## config.mk

```make
export PLATFORM = sky130hd
export DESIGN_NAME = exec_slice
export DESIGN_NICKNAME = d
export VERILOG_FILES = /design/src/hdl/exec_pkg.sv /design/src/hdl/exec_slice.sv /design/src/hdl/exec_alu.sv
export SDC_FILE = /design/constraint.sdc
export NUM_CORES = 1
export LEC_CHECK = 0
export BUFFER_PORTS_ARGS = -buffer_cell sky130_fd_sc_hd__buf_4
export CORE_MARGIN = 1.5
export CORE_UTILIZATION = 35
export DETAILED_ROUTE_END_ITERATION = 8
export PLACE_DENSITY = 0.53
export SKIP_LAST_GASP = 1
export SLEW_MARGIN = 40
export SYNTH_ARGS = -nofsm -noshare
export SYNTH_HDL_FRONTEND = slang
export SYNTH_SLANG_ARGS = --single-unit
```

## constraint.sdc

```tcl
create_clock -name sys_clk -period 5.2 [get_ports sys_clk]
set_input_delay 0.26 -clock sys_clk [delete_from_list [all_inputs] [get_ports sys_clk]]
set_output_delay 0.26 -clock sys_clk [all_outputs]
set_load 0.005 [all_outputs]
```

## src/hdl/exec_pkg.sv

```systemverilog
// Package: opcodes, flag positions, phase codes and widths for the exec slice
package exec_pkg;
    localparam int DATA_W = 8;
    localparam int PC_W   = 21;
    localparam int ADDR_W = 12;
    localparam int BANK_W = 4;

    // Opcode patterns on the upper bits of the instruction word
    localparam logic [7:0] OP_ADD_IMM = 8'h0f;
    localparam logic [7:0] OP_AND_IMM = 8'h0b;
    localparam logic [7:0] OP_BR_C    = 8'he2;
    localparam logic [5:0] OP_ADD_F   = 6'h09;
    localparam logic [5:0] OP_ADDC_F  = 6'h08;
    localparam logic [5:0] OP_AND_F   = 6'h05;
    localparam logic [3:0] OP_BCLR    = 4'h9;

    // Instruction field positions
    localparam int DEST_BIT  = 9;
    localparam int BANK_BIT  = 8;
    localparam int BIDX_LSB  = 9;

    // Status flag positions
    localparam int FLG_C  = 0;
    localparam int FLG_NIBC = 1;
    localparam int FLG_Z  = 2;
    localparam int FLG_WRAP = 3;
    localparam int FLG_N  = 4;
    localparam int FLG_W  = 5;

    // Direct bank: low half low RAM, high half special registers
    localparam logic [3:0] DIRECT_HI_BANK = 4'hf;
    localparam logic [7:0] DIRECT_SPLIT   = 8'h80;

    localparam logic [DATA_W-1:0] ACC_RESET  = 8'h00;
    localparam logic [FLG_W-1:0]  FLAG_RESET = 5'h00;
    localparam logic [PC_W-1:0]   PC_RESET   = 21'h000000;
    localparam logic [PC_W-1:0]   PC_STEP    = 21'h000002;

    // Phases of one instruction cycle, one-hot
    typedef enum logic [3:0] {
        PH_DECODE  = 4'b0001,
        PH_READ    = 4'b0010,
        PH_PROCESS = 4'b0100,
        PH_WRITE   = 4'b1000
    } phase_t;
endpackage : exec_pkg

```

## src/hdl/exec_slice.sv

```systemverilog
// Execution slice: add, and, branch on carry, bit clear
// Behaviour
// - Add immediate: accumulator plus low-byte literal into accumulator.
// - Add to file: accumulator plus addressed register.
// - Destination bit 0 writes accumulator, 1 writes file register.
// - Bank bit 0 uses direct bank; 1 uses bank pointer.
// - Add with carry: accumulator, register and carry to destination.
// - Every add updates negative, wrap, carry, nibble-carry and zero flags.
// - And immediate: accumulator AND literal, only N and Z updated.
// - And with file: result to destination, only N and Z updated.
// - Branch on carry branches only when carry is one; flags kept.
// - Offset is signed -128..127 and doubled.
// - Taken branch: PC = branch address + 2 + 2n, two cycles.
// - Bit clear clears indexed bit of addressed register, no flags.
// - Add to file with bank bit 1 uses bank pointer.
// - A taken branch adds one no-operation cycle.
`timescale 1ns/1ps
module exec_slice
    import exec_pkg::*;
(
    input  wire logic              sys_clk,
    input  wire logic              rst_n,
    input  wire logic [15:0]       instr,
    input  wire logic [BANK_W-1:0] bank_pointer,
    input  wire logic [DATA_W-1:0] file_rdata,
    output logic      [ADDR_W-1:0] file_addr,
    output logic      [DATA_W-1:0] file_wdata,
    output logic                   file_we,
    output logic      [DATA_W-1:0] accumulator,
    output logic      [FLG_W-1:0]  status,
    output logic      [PC_W-1:0]   pc,
    output logic                   fetch,
    output logic      [3:0]        phase
);
    // ****************************************
    // Decode helpers
    // ****************************************
    function automatic logic [ADDR_W-1:0] file_address(
        input logic [15:0] ins, input logic [BANK_W-1:0] bp);
        logic [BANK_W-1:0] bank;
        bank = bp;
        if (!ins[BANK_BIT]) begin
            bank = (ins[7:0] >= DIRECT_SPLIT) ? DIRECT_HI_BANK : 4'h0;
        end
        return {bank, ins[7:0]};
    endfunction : file_address

    function automatic logic [PC_W-1:0] branch_target(
        input logic [PC_W-1:0] base, input logic [7:0] n);
        logic [PC_W-1:0] off;
        off = {{(PC_W-9){n[7]}}, n, 1'b0};
        return base + PC_STEP + off;
    endfunction : branch_target

    // ****************************************
    // Phase sequencer and state
    // ****************************************
    phase_t            ph;
    phase_t            next_ph;
    logic [15:0]       ir;
    logic [15:0]       next_ir;
    logic [DATA_W-1:0] opnd;
    logic [DATA_W-1:0] next_opnd;
    logic [DATA_W-1:0] res;
    logic [DATA_W-1:0] next_res;
    logic [FLG_W-1:0]  rflags;
    logic [FLG_W-1:0]  next_rflags;
    logic              bubble;
    logic              next_bubble;
    logic [DATA_W-1:0] next_accumulator;
    logic [FLG_W-1:0]  next_status;
    logic [PC_W-1:0]   next_pc;
    logic [ADDR_W-1:0] next_file_addr;
    logic [DATA_W-1:0] next_file_wdata;
    logic              next_file_we;
    logic              next_fetch;

    logic is_addi, is_andi, is_brc, is_addf, is_addcf, is_andf, is_bclr;
    logic is_filew;

    logic [DATA_W-1:0] alu_res;
    logic [FLG_W-1:0]  alu_flags;
    logic              use_carry;
    logic              do_and;

    always_comb begin
        is_addi  = ir[15:8] == OP_ADD_IMM;
        is_andi  = ir[15:8] == OP_AND_IMM;
        is_brc   = ir[15:8] == OP_BR_C;
        is_addf  = ir[15:10] == OP_ADD_F;
        is_addcf = ir[15:10] == OP_ADDC_F;
        is_andf  = ir[15:10] == OP_AND_F;
        is_bclr  = ir[15:12] == OP_BCLR;
        is_filew = is_addf | is_addcf | is_andf;
        use_carry = is_addcf;
        do_and    = is_andi | is_andf;
    end

    exec_alu u_alu (
        .acc       (accumulator),
        .operand   (opnd),
        .carry_in  (status[FLG_C]),
        .use_carry (use_carry),
        .do_and    (do_and),
        .result    (alu_res),
        .flags     (alu_flags)
    );

    always_comb begin
        next_ph          = ph;
        next_ir          = ir;
        next_opnd        = opnd;
        next_res         = res;
        next_rflags      = rflags;
        next_bubble      = bubble;
        next_accumulator = accumulator;
        next_status      = status;
        next_pc          = pc;
        next_file_addr   = file_addr;
        next_file_wdata  = file_wdata;
        next_file_we     = 1'b0;
        next_fetch       = 1'b0;
        case (ph)
            PH_DECODE: begin
                next_ph = PH_READ;
                if (!bubble) begin
                    next_ir        = instr;
                    next_file_addr = file_address(instr, bank_pointer);
                end
            end
            PH_READ: begin
                next_ph = PH_PROCESS;
                if (is_addi || is_andi) begin
                    next_opnd = ir[7:0];
                end else begin
                    next_opnd = file_rdata;
                end
            end
            PH_PROCESS: begin
                next_ph     = PH_WRITE;
                next_rflags = alu_flags;
                if (is_bclr) begin
                    next_res = opnd & ~(8'h01 << ir[BIDX_LSB +: 3]);
                end else begin
                    next_res = alu_res;
                end
            end
            PH_WRITE: begin
                next_ph     = PH_DECODE;
                next_fetch  = 1'b1;
                next_bubble = 1'b0;
                next_pc     = pc + PC_STEP;
                if (bubble) begin
                    next_pc = pc;
                end else if (is_brc) begin
                    if (status[FLG_C]) begin
                        next_pc     = branch_target(pc, ir[7:0]);
                        next_bubble = 1'b1;
                    end
                end else if (is_addi || is_andi) begin
                    next_accumulator = res;
                end else if (is_filew || is_bclr) begin
                    if (is_filew && !ir[DEST_BIT]) begin
                        next_accumulator = res;
                    end else begin
                        next_file_wdata = res;
                        next_file_we    = 1'b1;
                    end
                end
                if (!bubble) begin
                    if (is_addi || is_addf || is_addcf) begin
                        next_status = rflags;
                    end else if (is_andi || is_andf) begin
                        next_status[FLG_N] = rflags[FLG_N];
                        next_status[FLG_Z] = rflags[FLG_Z];
                    end
                end
            end
            default: next_ph = PH_DECODE;
        endcase
    end

    always_ff @(posedge sys_clk or negedge rst_n) begin
        if (!rst_n) begin
            ph          <= PH_DECODE;
            ir          <= 16'h0000;
            opnd        <= ACC_RESET;
            res         <= ACC_RESET;
            rflags      <= FLAG_RESET;
            bubble      <= 1'b0;
            accumulator <= ACC_RESET;
            status      <= FLAG_RESET;
            pc          <= PC_RESET;
            file_addr   <= '0;
            file_wdata  <= ACC_RESET;
            file_we     <= 1'b0;
            fetch       <= 1'b0;
            phase       <= PH_DECODE;
        end else begin
            ph          <= next_ph;
            ir          <= next_ir;
            opnd        <= next_opnd;
            res         <= next_res;
            rflags      <= next_rflags;
            bubble      <= next_bubble;
            accumulator <= next_accumulator;
            status      <= next_status;
            pc          <= next_pc;
            file_addr   <= next_file_addr;
            file_wdata  <= next_file_wdata;
            file_we     <= next_file_we;
            fetch       <= next_fetch;
            phase       <= next_ph;
        end
    end

    // ****************************************
    // Checks
    // ****************************************
    property p_phase_order;
        @(posedge sys_clk) disable iff (!rst_n)
        ph == PH_DECODE |=> ph == PH_READ ##1 ph == PH_PROCESS
            ##1 ph == PH_WRITE ##1 ph == PH_DECODE;
    endproperty
    a_phase_order: assert property (p_phase_order)
        else $error("phase order broken");

    property p_addi;
        @(posedge sys_clk) disable iff (!rst_n)
        ph == PH_WRITE && !bubble && is_addi |=>
            accumulator == 8'($past(accumulator) + $past(ir[7:0]))
            && status[FLG_Z] == (accumulator == 8'h00);
    endproperty
    a_addi: assert property (p_addi)
        else $error("add immediate result lost");

    property p_dest_acc;
        @(posedge sys_clk) disable iff (!rst_n)
        ph == PH_WRITE && !bubble && is_filew && !ir[DEST_BIT] |=>
            accumulator == $past(res) && !file_we;
    endproperty
    a_dest_acc: assert property (p_dest_acc)
        else $error("destination accumulator not honoured");

    property p_dest_file;
        @(posedge sys_clk) disable iff (!rst_n)
        ph == PH_WRITE && !bubble && (is_bclr || (is_filew && ir[DEST_BIT]))
            |=> file_we && file_wdata == $past(res);
    endproperty
    a_dest_file: assert property (p_dest_file)
        else $error("file write missing");

    property p_bank;
        @(posedge sys_clk) disable iff (!rst_n)
        ph == PH_DECODE && !bubble && instr[BANK_BIT] |=>
            file_addr == {$past(bank_pointer), $past(instr[7:0])};
    endproperty
    a_bank: assert property (p_bank)
        else $error("bank pointer not used for address");

    property p_and_flags;
        @(posedge sys_clk) disable iff (!rst_n)
        ph == PH_WRITE && !bubble && (is_andi || is_andf) |=>
            status[FLG_C] == $past(status[FLG_C])
            && status[FLG_WRAP] == $past(status[FLG_WRAP]);
    endproperty
    a_and_flags: assert property (p_and_flags)
        else $error("and changed arithmetic flags");

    property p_brc_taken;
        @(posedge sys_clk) disable iff (!rst_n)
        ph == PH_WRITE && !bubble && is_brc && status[FLG_C] |=>
            bubble && status == $past(status)
            && pc == $past(pc) + PC_STEP
               + {{(PC_W-9){$past(ir[7])}}, $past(ir[7:0]), 1'b0};
    endproperty
    a_brc_taken: assert property (p_brc_taken)
        else $error("taken branch target wrong");

    property p_brc_not;
        @(posedge sys_clk) disable iff (!rst_n)
        ph == PH_WRITE && !bubble && is_brc && !status[FLG_C] |=>
            !bubble && pc == $past(pc) + PC_STEP;
    endproperty
    a_brc_not: assert property (p_brc_not)
        else $error("untaken branch moved wrong");

    property p_bubble_nop;
        @(posedge sys_clk) disable iff (!rst_n)
        bubble && ph == PH_WRITE |=> !file_we && $stable(accumulator)
            && $stable(status) && $stable(pc);
    endproperty
    a_bubble_nop: assert property (p_bubble_nop)
        else $error("bubble cycle did work");

    c_addi:  cover property (@(posedge sys_clk) ph == PH_WRITE && is_addi);
    c_taken: cover property (@(posedge sys_clk) bubble && ph == PH_WRITE);
    c_bclr:  cover property (@(posedge sys_clk) file_we && is_bclr);
    c_addc:  cover property (@(posedge sys_clk)
        ph == PH_WRITE && is_addcf && status[FLG_C]);
endmodule : exec_slice

```

## src/hdl/exec_alu.sv

```systemverilog
// Combinational arithmetic and logic unit of the exec slice
`timescale 1ns/1ps
module exec_alu
    import exec_pkg::*;
(
    input  wire logic [DATA_W-1:0] acc,
    input  wire logic [DATA_W-1:0] operand,
    input  wire logic              carry_in,
    input  wire logic              use_carry,
    input  wire logic              do_and,
    output logic      [DATA_W-1:0] result,
    output logic      [FLG_W-1:0]  flags
);
    logic [DATA_W:0] sum;
    logic [4:0]      low_sum;
    logic            cin;

    always_comb begin
        cin     = use_carry & carry_in;
        sum     = {1'b0, acc} + {1'b0, operand} + {8'h00, cin};
        low_sum = {1'b0, acc[3:0]} + {1'b0, operand[3:0]} + {4'h0, cin};
        flags   = '0;
        if (do_and) begin
            result = acc & operand;
        end else begin
            result         = sum[DATA_W-1:0];
            flags[FLG_C]   = sum[DATA_W];
            flags[FLG_NIBC] = low_sum[4];
            flags[FLG_WRAP] = (acc[7] == operand[7]) && (result[7] != acc[7]);
        end
        flags[FLG_Z] = (result == 8'h00);
        flags[FLG_N] = result[7];
    end
endmodule : exec_alu

```

==> results.md, run 1 <==
- CP max stage delay: 0.57 ns
- Leak Pwr: 3.17 nW
- Power Total: 1.77 mW
- Main flop type after synthesis: dfrtp_1
- Top-count cell post-synth: dfrtp_1
- TritonCTS clock tree: done
- Avg WL per Cell: 16.7 µm
- Hold path start: instr[11]
- Yosys top cell area share: 38.4%
- Initial Utilization: 36.0%
- Critical path cell sequence: and3_1 -> nor4b_2 -> nand3_1 -> nor2_1 -> xor2_1 -> ha_1 -> a21o_1 -> a21o_1 -> o211a_1 -> o311ai_0
- Via-per-instance ratio: 5.44
- Pre-antenna DRT Iters: 5
- Gate power share: 17.5%
- Status: finished, final reports clean
- First-pass GRT wire length: 24700 µm
- Antenna violations before repair: 0
- Post-synthesis sequential area ratio: 38.8%
- Critical Path Most Common Cell: a21o_1
- Reg area: 2230 µm²
- Number of synthesized flops with an enable pin: 0
- Element type at the critical path start: flop
- DIE AREA: 17200 µm²
- Area Growth Syn to Fin: 19.3%
- Syn Area/Cell: 9.18 µm²
- Multi-input gate area: 3250 µm²
- # IOs: 90
- Ys Warns: 0
- WP data required: 5.42 ns
- Post-synth top cells: 88 x dfrtp_1, 64 x nand2_1, 55 x a21oi_1, 47 x o21ai_0, 39 x nor2_1
- CP endpoint: pc[20]
- Core area: 15900 µm²
- Root buf cell: clkbuf_16
- Chip width: 131 µm
- Worst-Skew Late Latency: 0.35 ns
- # setup viols final: 0
- Crit-path slowest cell: nor4b_2
- Core Util, Final: 42.9%
- Grt total ovfl: 0
- PwrDens: 259 nW/µm²
- Flops & latches, synth: 89
- ANT nets after route: 0
- Syn_nets: 690
- Clock slew at reported path FFs: 0.06 ns
- CTS max path bufs: 2
- Hold Crit Class: in2reg
- H-Tree Depth: 3
- Routed via count: 4968
- Ant diodes: 0
- PortBufs: 88
- Critical Path AT: 3.76 ns
- Synthesized cell area: 5740 µm²
- Total CTS buffers: 9
- Mapped Cells: 625
- Synth area leaders: dfrtp_1 38%, mux2_2 7.3%, ha_1 7.0%, a21oi_1 4.8%, nand2_1 4.2%
- Layout fillers: 1560
- Max Clock Freq: 0.283 GHz
- Drt total wl: 15200 µm
- Total Neg Setup Slack: 0 ns
- Worst Reg2Reg Path Length in Cells: 10
- Gr usage total: 18.6%
- Clock power frac: 35.9%
- FF-to-FF setup slack: 1.66 ns
- Layout Skew: 0.00920 ns
- Residual DRC: 0
- Crit path max fanout: 7
- Hpwl dp: 11200 µm
- VDD IR-drop max: 0.000170 V
- Num rows: 46
- Largest net degree at the start of global routing: 53
- Slew Limit Headroom: 50.0%
- Int Pwr: 1.30 mW
- Placed Cells: 896
- CP endpoint kind: flop
- Routability Congestion: 0.899
- Critical path origin: pc[9]
- Area leader, netlist: dfrtp_1
- Via count of the first global-routing pass: 4690
- Worst-Margin Slew: 0.747 ns
- DR iter-0 viols: 296
- Clock sinks: 89
- Design Area, Final: 6850 µm²
- Slew Viols, Final: 0
- Period utilization: 68.0%
- Asr flop ratio synth: 100%
- Switching share of total power: 26.9%
- Reg power frac: 46.6%
- Placed cell area: 6540 µm²
- Minimum clock period: 3.54 ns
- P_sw: 0.478 mW
- Reg2reg end: pc[20]
- Final net count: 757
- R2r startpoint: pc[9]
- Number of distinct library cells after synthesis: 60
- Share of cells above drive strength 1: 22.5%
- Hold Fails Final Rpt: 0
- Max-cap check violation count: 0
- Critical Setup Path Class: reg2reg
- RSZ-0062 raised after global routing: no
- Die Height: 131 µm
- Non-Filler Instances: 913
==> layout make-up <==
cell class              instances  share of cell area, %
clock inverters                 4                  0.347
well taps                     216                   3.95
flip-flops and latches         89                   32.6
clock buffers                  12                   3.89
inverters                      21                   1.15
repair buffers                 96                   10.6
multi-input cells             475                   47.5
==> registers in the layout, summed over array words and instances, names as in the netlist <==
register	cells
res	8
bubble	1
status	5
file_wdata	8
file_we	1
accumulator	8
ir	8
file_addr	12
ph	4
opnd	8
rflags	5
pc	20
fetch	1
==> cell families (layout without fill, tap and decap cells) <==
logic type	Yosys count	count (layout)	share of synthesized area (%)
AOI/OAI and AO/OA	174	174	18.3
xor gates and xnor gates	36	36	5.49
adders and majority gates	35	35	8.02
buffers and inverters	61	133	4.82
DFF	89	89	38.8
muxes	44	44	8.57
other	1	1	0.0654
and+or+nand+nor	185	185	15.9
==> critical path: cells and delay by family, from the launching register on <==
kind / cells / cell delay [ns]
XOR/XNOR: 1 / 0.25
flip-flops: 1 / 0.46
adder cells (fa/ha/maj): 1 / 0.31
AO/OA/AOI/OAI: 4 / 0.99
AND/OR/NAND/NOR: 4 / 1.40
==> through the flow <==
step	hold WS (ns)	setup slack, ns
floorplan	-0.0356	2.06
global placement	0.274	1.82
detailed placement	0.279	1.69
CTS	0.127	1.62
global route	0.131	1.42
finish	0.132	1.66
==> worst min-delay path by stage <==
stage	to	slack, ns	cells past startpoint
after floorplan	accumulator[0]	-0.04	0
after global placement	file_wdata[3]	0.27	1
after detailed placement	accumulator[3]	0.28	1
after CTS	ir[13]	0.13	2
after global routing	ir[11]	0.13	3
final	ir[11]	0.13	3
==> power groups by stage <==
| stage | clock (mW) | combinational, mW | sequential (mW) |
|---|---|---|---|
| 5_1_grt | 0.687 | 0.350 | 0.838 |
| 6_report | 0.638 | 0.311 | 0.826 |
| 3_3_place_gp | 0 | 0.308 | 0.836 |
| 3_5_place_dp | 0 | 0.313 | 0.840 |
| 2_1_floorplan | 0 | 0.193 | 0.822 |
| 4_1_cts | 0.659 | 0.315 | 0.827 |
==> repair_timing <==
action | CTS | global route
gates resized for setup | 0 | 0
setup buffers | 0 | 0
endpoints found under the setup margin | 0 | 0
hold endpoints to repair | 37 | 0
hold buffers | 1 | 0
==> per-layer routing <==
| layer | track usage, % | part of all wire [%] | vias to the layer above |
|---|---|---|---|
| met4 | 5.56 | 1.8 | 0 |
| met2 | 28.9 | 44 | 153 |
| met3 | 3.91 | 5.4 | 20 |
| met1 | 25.9 | 48 | 2397 |
| met5 | 0 | 0 | - |
| li1 | - | - | 2398 |
==> cell usage in the layout (no fill, tap or decap), types with 4 or more instances in the layout <==
master and instances:
nand2_1 64, o21a_1 7, ha_1 32, a211oi_1 4
clkbuf_16 9, xnor2_1 22, mux2i_1 6, dfrtp_1 87
nand4_1 8, inv_1 19, buf_4 95, nor4b_1 4
o211ai_1 7, nor2_1 39, mux2_2 37, nand2b_1 4
a21oi_1 55, a21o_1 11, nor3_1 12, and3_1 9
a31oi_1 18, o22ai_1 5, o21ai_0 47, nand3_1 16
xor2_1 14, nor4_1 5
Note: power is estimated with default switching activity, not from simulation.
==> run 2: changes to the inputs <==
--- a/config.mk
+++ b/config.mk
@@ -5,11 +5,12 @@
 export SDC_FILE = /design/constraint.sdc
 export NUM_CORES = 1
 export LEC_CHECK = 0
+export ABC_AREA = 1
 export BUFFER_PORTS_ARGS = -buffer_cell sky130_fd_sc_hd__buf_4
 export CORE_MARGIN = 1.5
 export CORE_UTILIZATION = 35
 export DETAILED_ROUTE_END_ITERATION = 8
-export PLACE_DENSITY = 0.53
+export PLACE_DENSITY = 0.52
 export SKIP_LAST_GASP = 1
 export SLEW_MARGIN = 40
 export SYNTH_ARGS = -nofsm -noshare
==> constraint.sdc (replaced) <==
create_clock -name sys_clk -period 3.55 [get_ports sys_clk]
set_input_delay 0.1775 -clock sys_clk [delete_from_list [all_inputs] [get_ports sys_clk]]
set_output_delay 0.1775 -clock sys_clk [all_outputs]
set_load 0.005 [all_outputs]
==> results.md, run 2 <==
- Avg WL per Cell: 15.8 µm (-5.4%)
- WP data required: 3.80 ns (-1.62 ns)
- H-Tree Depth: 3 (unchanged)
- Worst Reg2Reg Path Length in Cells: 15 (+5)
- TritonCTS clock tree: done
- Via-per-instance ratio: 4.97 (-8.6%)
- Total CTS buffers: 9 (unchanged)
- Number of distinct library cells after synthesis: 52 (-13%)
- Element type at the critical path start: flop
- Syn Area/Cell: 7.13 µm² (-22%)
- Reg2reg end: pc[20]
- Max Clock Freq: 0.337 GHz (+19%)
- Regs by FF count: pc x20, file_addr x12
- Clock sinks: 89 (unchanged)
- # IOs: 90 (unchanged)
- CP endpoint kind: flop
- Ant diodes: 0 (unchanged)
- Status: finished, final reports clean
- Most frequent cells in the layout: 292 x nand2_1, 108 x inv_1, 96 x buf_4
- Most common cell after layout, fill and taps aside: nand2_1
- Core area: 17500 µm² (+9.6%)
- Hpwl dp: 14900 µm (+34%)
- Most flop-heavy register: pc
- Post-synth top cells: 292 x nand2_1, 108 x inv_1, 88 x dfrtp_1, 71 x nor2_1, 61 x nand3_1
- Critical Setup Path Class: reg2reg
- Syn_nets: 951 (+38%)
- Antenna violations before repair: 0 (unchanged)
- Grt total ovfl: 0 (unchanged)
- VDD IR-drop max: 0.000230 V (+35%)
- Worst-Skew Late Latency: 0.35 ns (about the same)
- Final net count: 1037 (+37%)
- CTS max path bufs: 2 (unchanged)
- Die Height: 137 µm (+4.8%)
- Asr flop ratio synth: 100% (unchanged)
- R2r startpoint: pc[1]
- Slew Limit Headroom: 51.1% (+1.0 points)
- Routability Congestion: 0.943 (+4.9%)
- Flops & latches, synth: 89 (unchanged)
- First-pass GRT wire length: 30500 µm (+24%)
- Hold Crit Class: in2reg
- PwrDens: 358 nW/µm² (+38%)
- Slew Viols, Final: 0 (unchanged)
- CP endpoint: pc[20]
- Number of synthesized flops with an enable pin: 0 (unchanged)
- Gr usage total: 21.3% (+2.7 points)
- Largest net degree at the start of global routing: 55 (+3.8%)
- Area Growth Syn to Fin: 18.2%
- Leak Pwr: 3.98 nW (+26%)
- Pre-antenna DRT Iters: 6 (+1)
- WHS: 0.0208 ns (-0.112 ns)
- Period utilization: 83.5% (+16 points)
- Post-synthesis sequential area ratio: 35.3% (-3.6 points)
- DIE AREA: 18900 µm² (+9.9%)
- Yosys top cell area share: 34.8% (-3.5 points)
- Post-CTS sizing: 0 (unchanged)
- Main flop type after synthesis: dfrtp_1
- Root buf cell: clkbuf_16
- Hold Fails Final Rpt: 0 (unchanged)
- Worst slack, placed: 0.633 ns (-1.05 ns)
- Critical path origin: pc[1]
- Final WS setup: 0.584 ns (-1.08 ns)
- Max-cap check violation count: 0 (unchanged)
- Minimum clock period: 2.97 ns (-0.570 ns)
- ANT nets after route: 0 (unchanged)
- Chip width: 137 µm (+4.8%)
- Share of cells above drive strength 1: 17.0% (-5.5 points)
- Via count of the first global-routing pass: 5784 (+23%)
- FF-to-FF setup slack: 0.58 ns (-1.08 ns)
- # setup viols final: 0 (unchanged)
- Routed via count: 5977 (+20%)
- Mapped Cells: 886 (+42%)
- Num rows: 48 (+4.3%)
- Top-count cell post-synth: nand2_1
- Clock slew at reported path FFs: 0.07 ns (about the same)
- Largest register FFs: 20 (unchanged)
- DR iter-0 viols: 384 (+30%)
- Area leader, netlist: dfrtp_1
- RSZ-0062 raised after global routing: no
- Initial Utilization: 36.2% (+0.17 points)
- Total Neg Setup Slack: 0 ns (unchanged)
- Synthesized cell area: 6320 µm² (+10%)
- PortBufs: 88 (unchanged)
- Residual DRC: 0 (unchanged)
- Ys Warns: 0 (unchanged)
- Synth area leaders: dfrtp_1 35%, nand2_1 17%, inv_1 6.4%, ha_1 6.3%, nand3_1 4.8%
- Crit path max fanout: 7 (unchanged)
- Layout Skew: 0.00682 ns (-0.00239 ns)
- Worst-Margin Slew: 0.734 ns (-0.0134 ns)
- Critical Path AT: 3.21 ns (-0.55 ns)
- Drt total wl: 19000 µm (+25%)
==> run 2: cell count changes in the layout (fill, tap and decap cells not counted), sizes merged, moves of 9 or more <==
| cell | before | now |
|---|---|---|
| and3 | 9 | 0 |
| a21oi | 55 | 27 |
| mux2 | 38 | 0 |
| inv | 20 | 121 |
| nand3 | 17 | 63 |
| nand2 | 64 | 299 |
| xnor2 | 22 | 5 |
| o21ai | 47 | 63 |
| nor2 | 39 | 78 |
==> run 2: stage by stage <==
| stage | area, µm² | util [%] | power (mW) | cells |
|---|---|---|---|---|
| detailed placement | 7180 | 41.1 | 1.77 | 1185 |
| global placement | 7180 | 41.1 | 1.76 | 1185 |
| CTS | 7470 | 42.7 | 2.71 | 1202 |
| floorplan | 6320 | - | 1.55 | 886 |
| finish | 7470 | 42.8 | 2.67 | 1202 |
| global route | 7470 | 42.8 | 2.84 | 1202 |
==> run 2: final cells by class <==
class	instances	area (µm²)
clock buffers	11	243
clock inverters	5	40.0
fillers	1868	10000
inverters	120	460
multi-input cells	655	3490
flip-flops and latches	89	2230
well taps	225	282
repair buffers	97	731
==> run 2: kinds of logic after synthesis <==
group	Yosys count	synth area share, %
AND/OR/NAND/NOR	475	33.1
AO/OA/AOI/OAI	126	12.2
other	1	0.0593
buffers and inverters	142	9.60
adder cells (fa/ha/maj)	35	7.29
XOR/XNOR	18	2.49
flip-flops	89	35.3
==> run 2: worst max-delay path, cell delays in order, from the launching register on <==
cell and delay, ns:
dfrtp_1 0.47, ha_1 0.21, nand2_1 0.09, inv_1 0.14, nand3_1 0.15, nor2_1 0.29
xor2_1 0.28, ha_1 0.35, a21oi_1 0.29, a21oi_1 0.11, nor2_1 0.10, nand3_1 0.11
nand3_1 0.09, nand3_1 0.07, nand2_1 0.07, nand2_1 0.04
==> run 2: routing by layer <==
layer / vias up / routed length [µm] / global-route usage, %
met3: 33 / 931 / 3.20
met1: 2780 / 8670 / 27.9
met2: 149 / 8910 / 35.7
met5: - / 0 / 0
met4: 0 / 459 / 7.43
li1: 3015 / - / -
==> run 2: how the worst min path moves through the flow <==
stage                     cells after the start      from        endpoint  slack (ns)
after floorplan                               0     rst_n  accumulator[0]       -0.12
after global placement                        1     rst_n   file_wdata[5]        0.30
after detailed placement                      1     rst_n   file_wdata[5]        0.29
after CTS                                     3  instr[6]    file_addr[6]        0.01
after global routing                          3  instr[2]    file_addr[2]        0.02
final                                         3  instr[6]    file_addr[6]        0.02
==> run 2: power by group <==
group / switching [mW] / leakage [nW] / internal [mW] / total, mW
clock: 0.432 / 0.140 / 0.501 / 0.933
sequential: 0.0750 / 1.12 / 1.11 / 1.19
combinational: 0.307 / 2.72 / 0.245 / 0.551
total: 0.814 / 3.98 / 1.86 / 2.67
==> run 2: timing repair <==
action                                  4_1_cts  5_1_grt
endpoints found under the setup margin        0        0
hold buffers                                  1        0
buffers inserted                              0        0
endpoints found under the hold margin        52        0
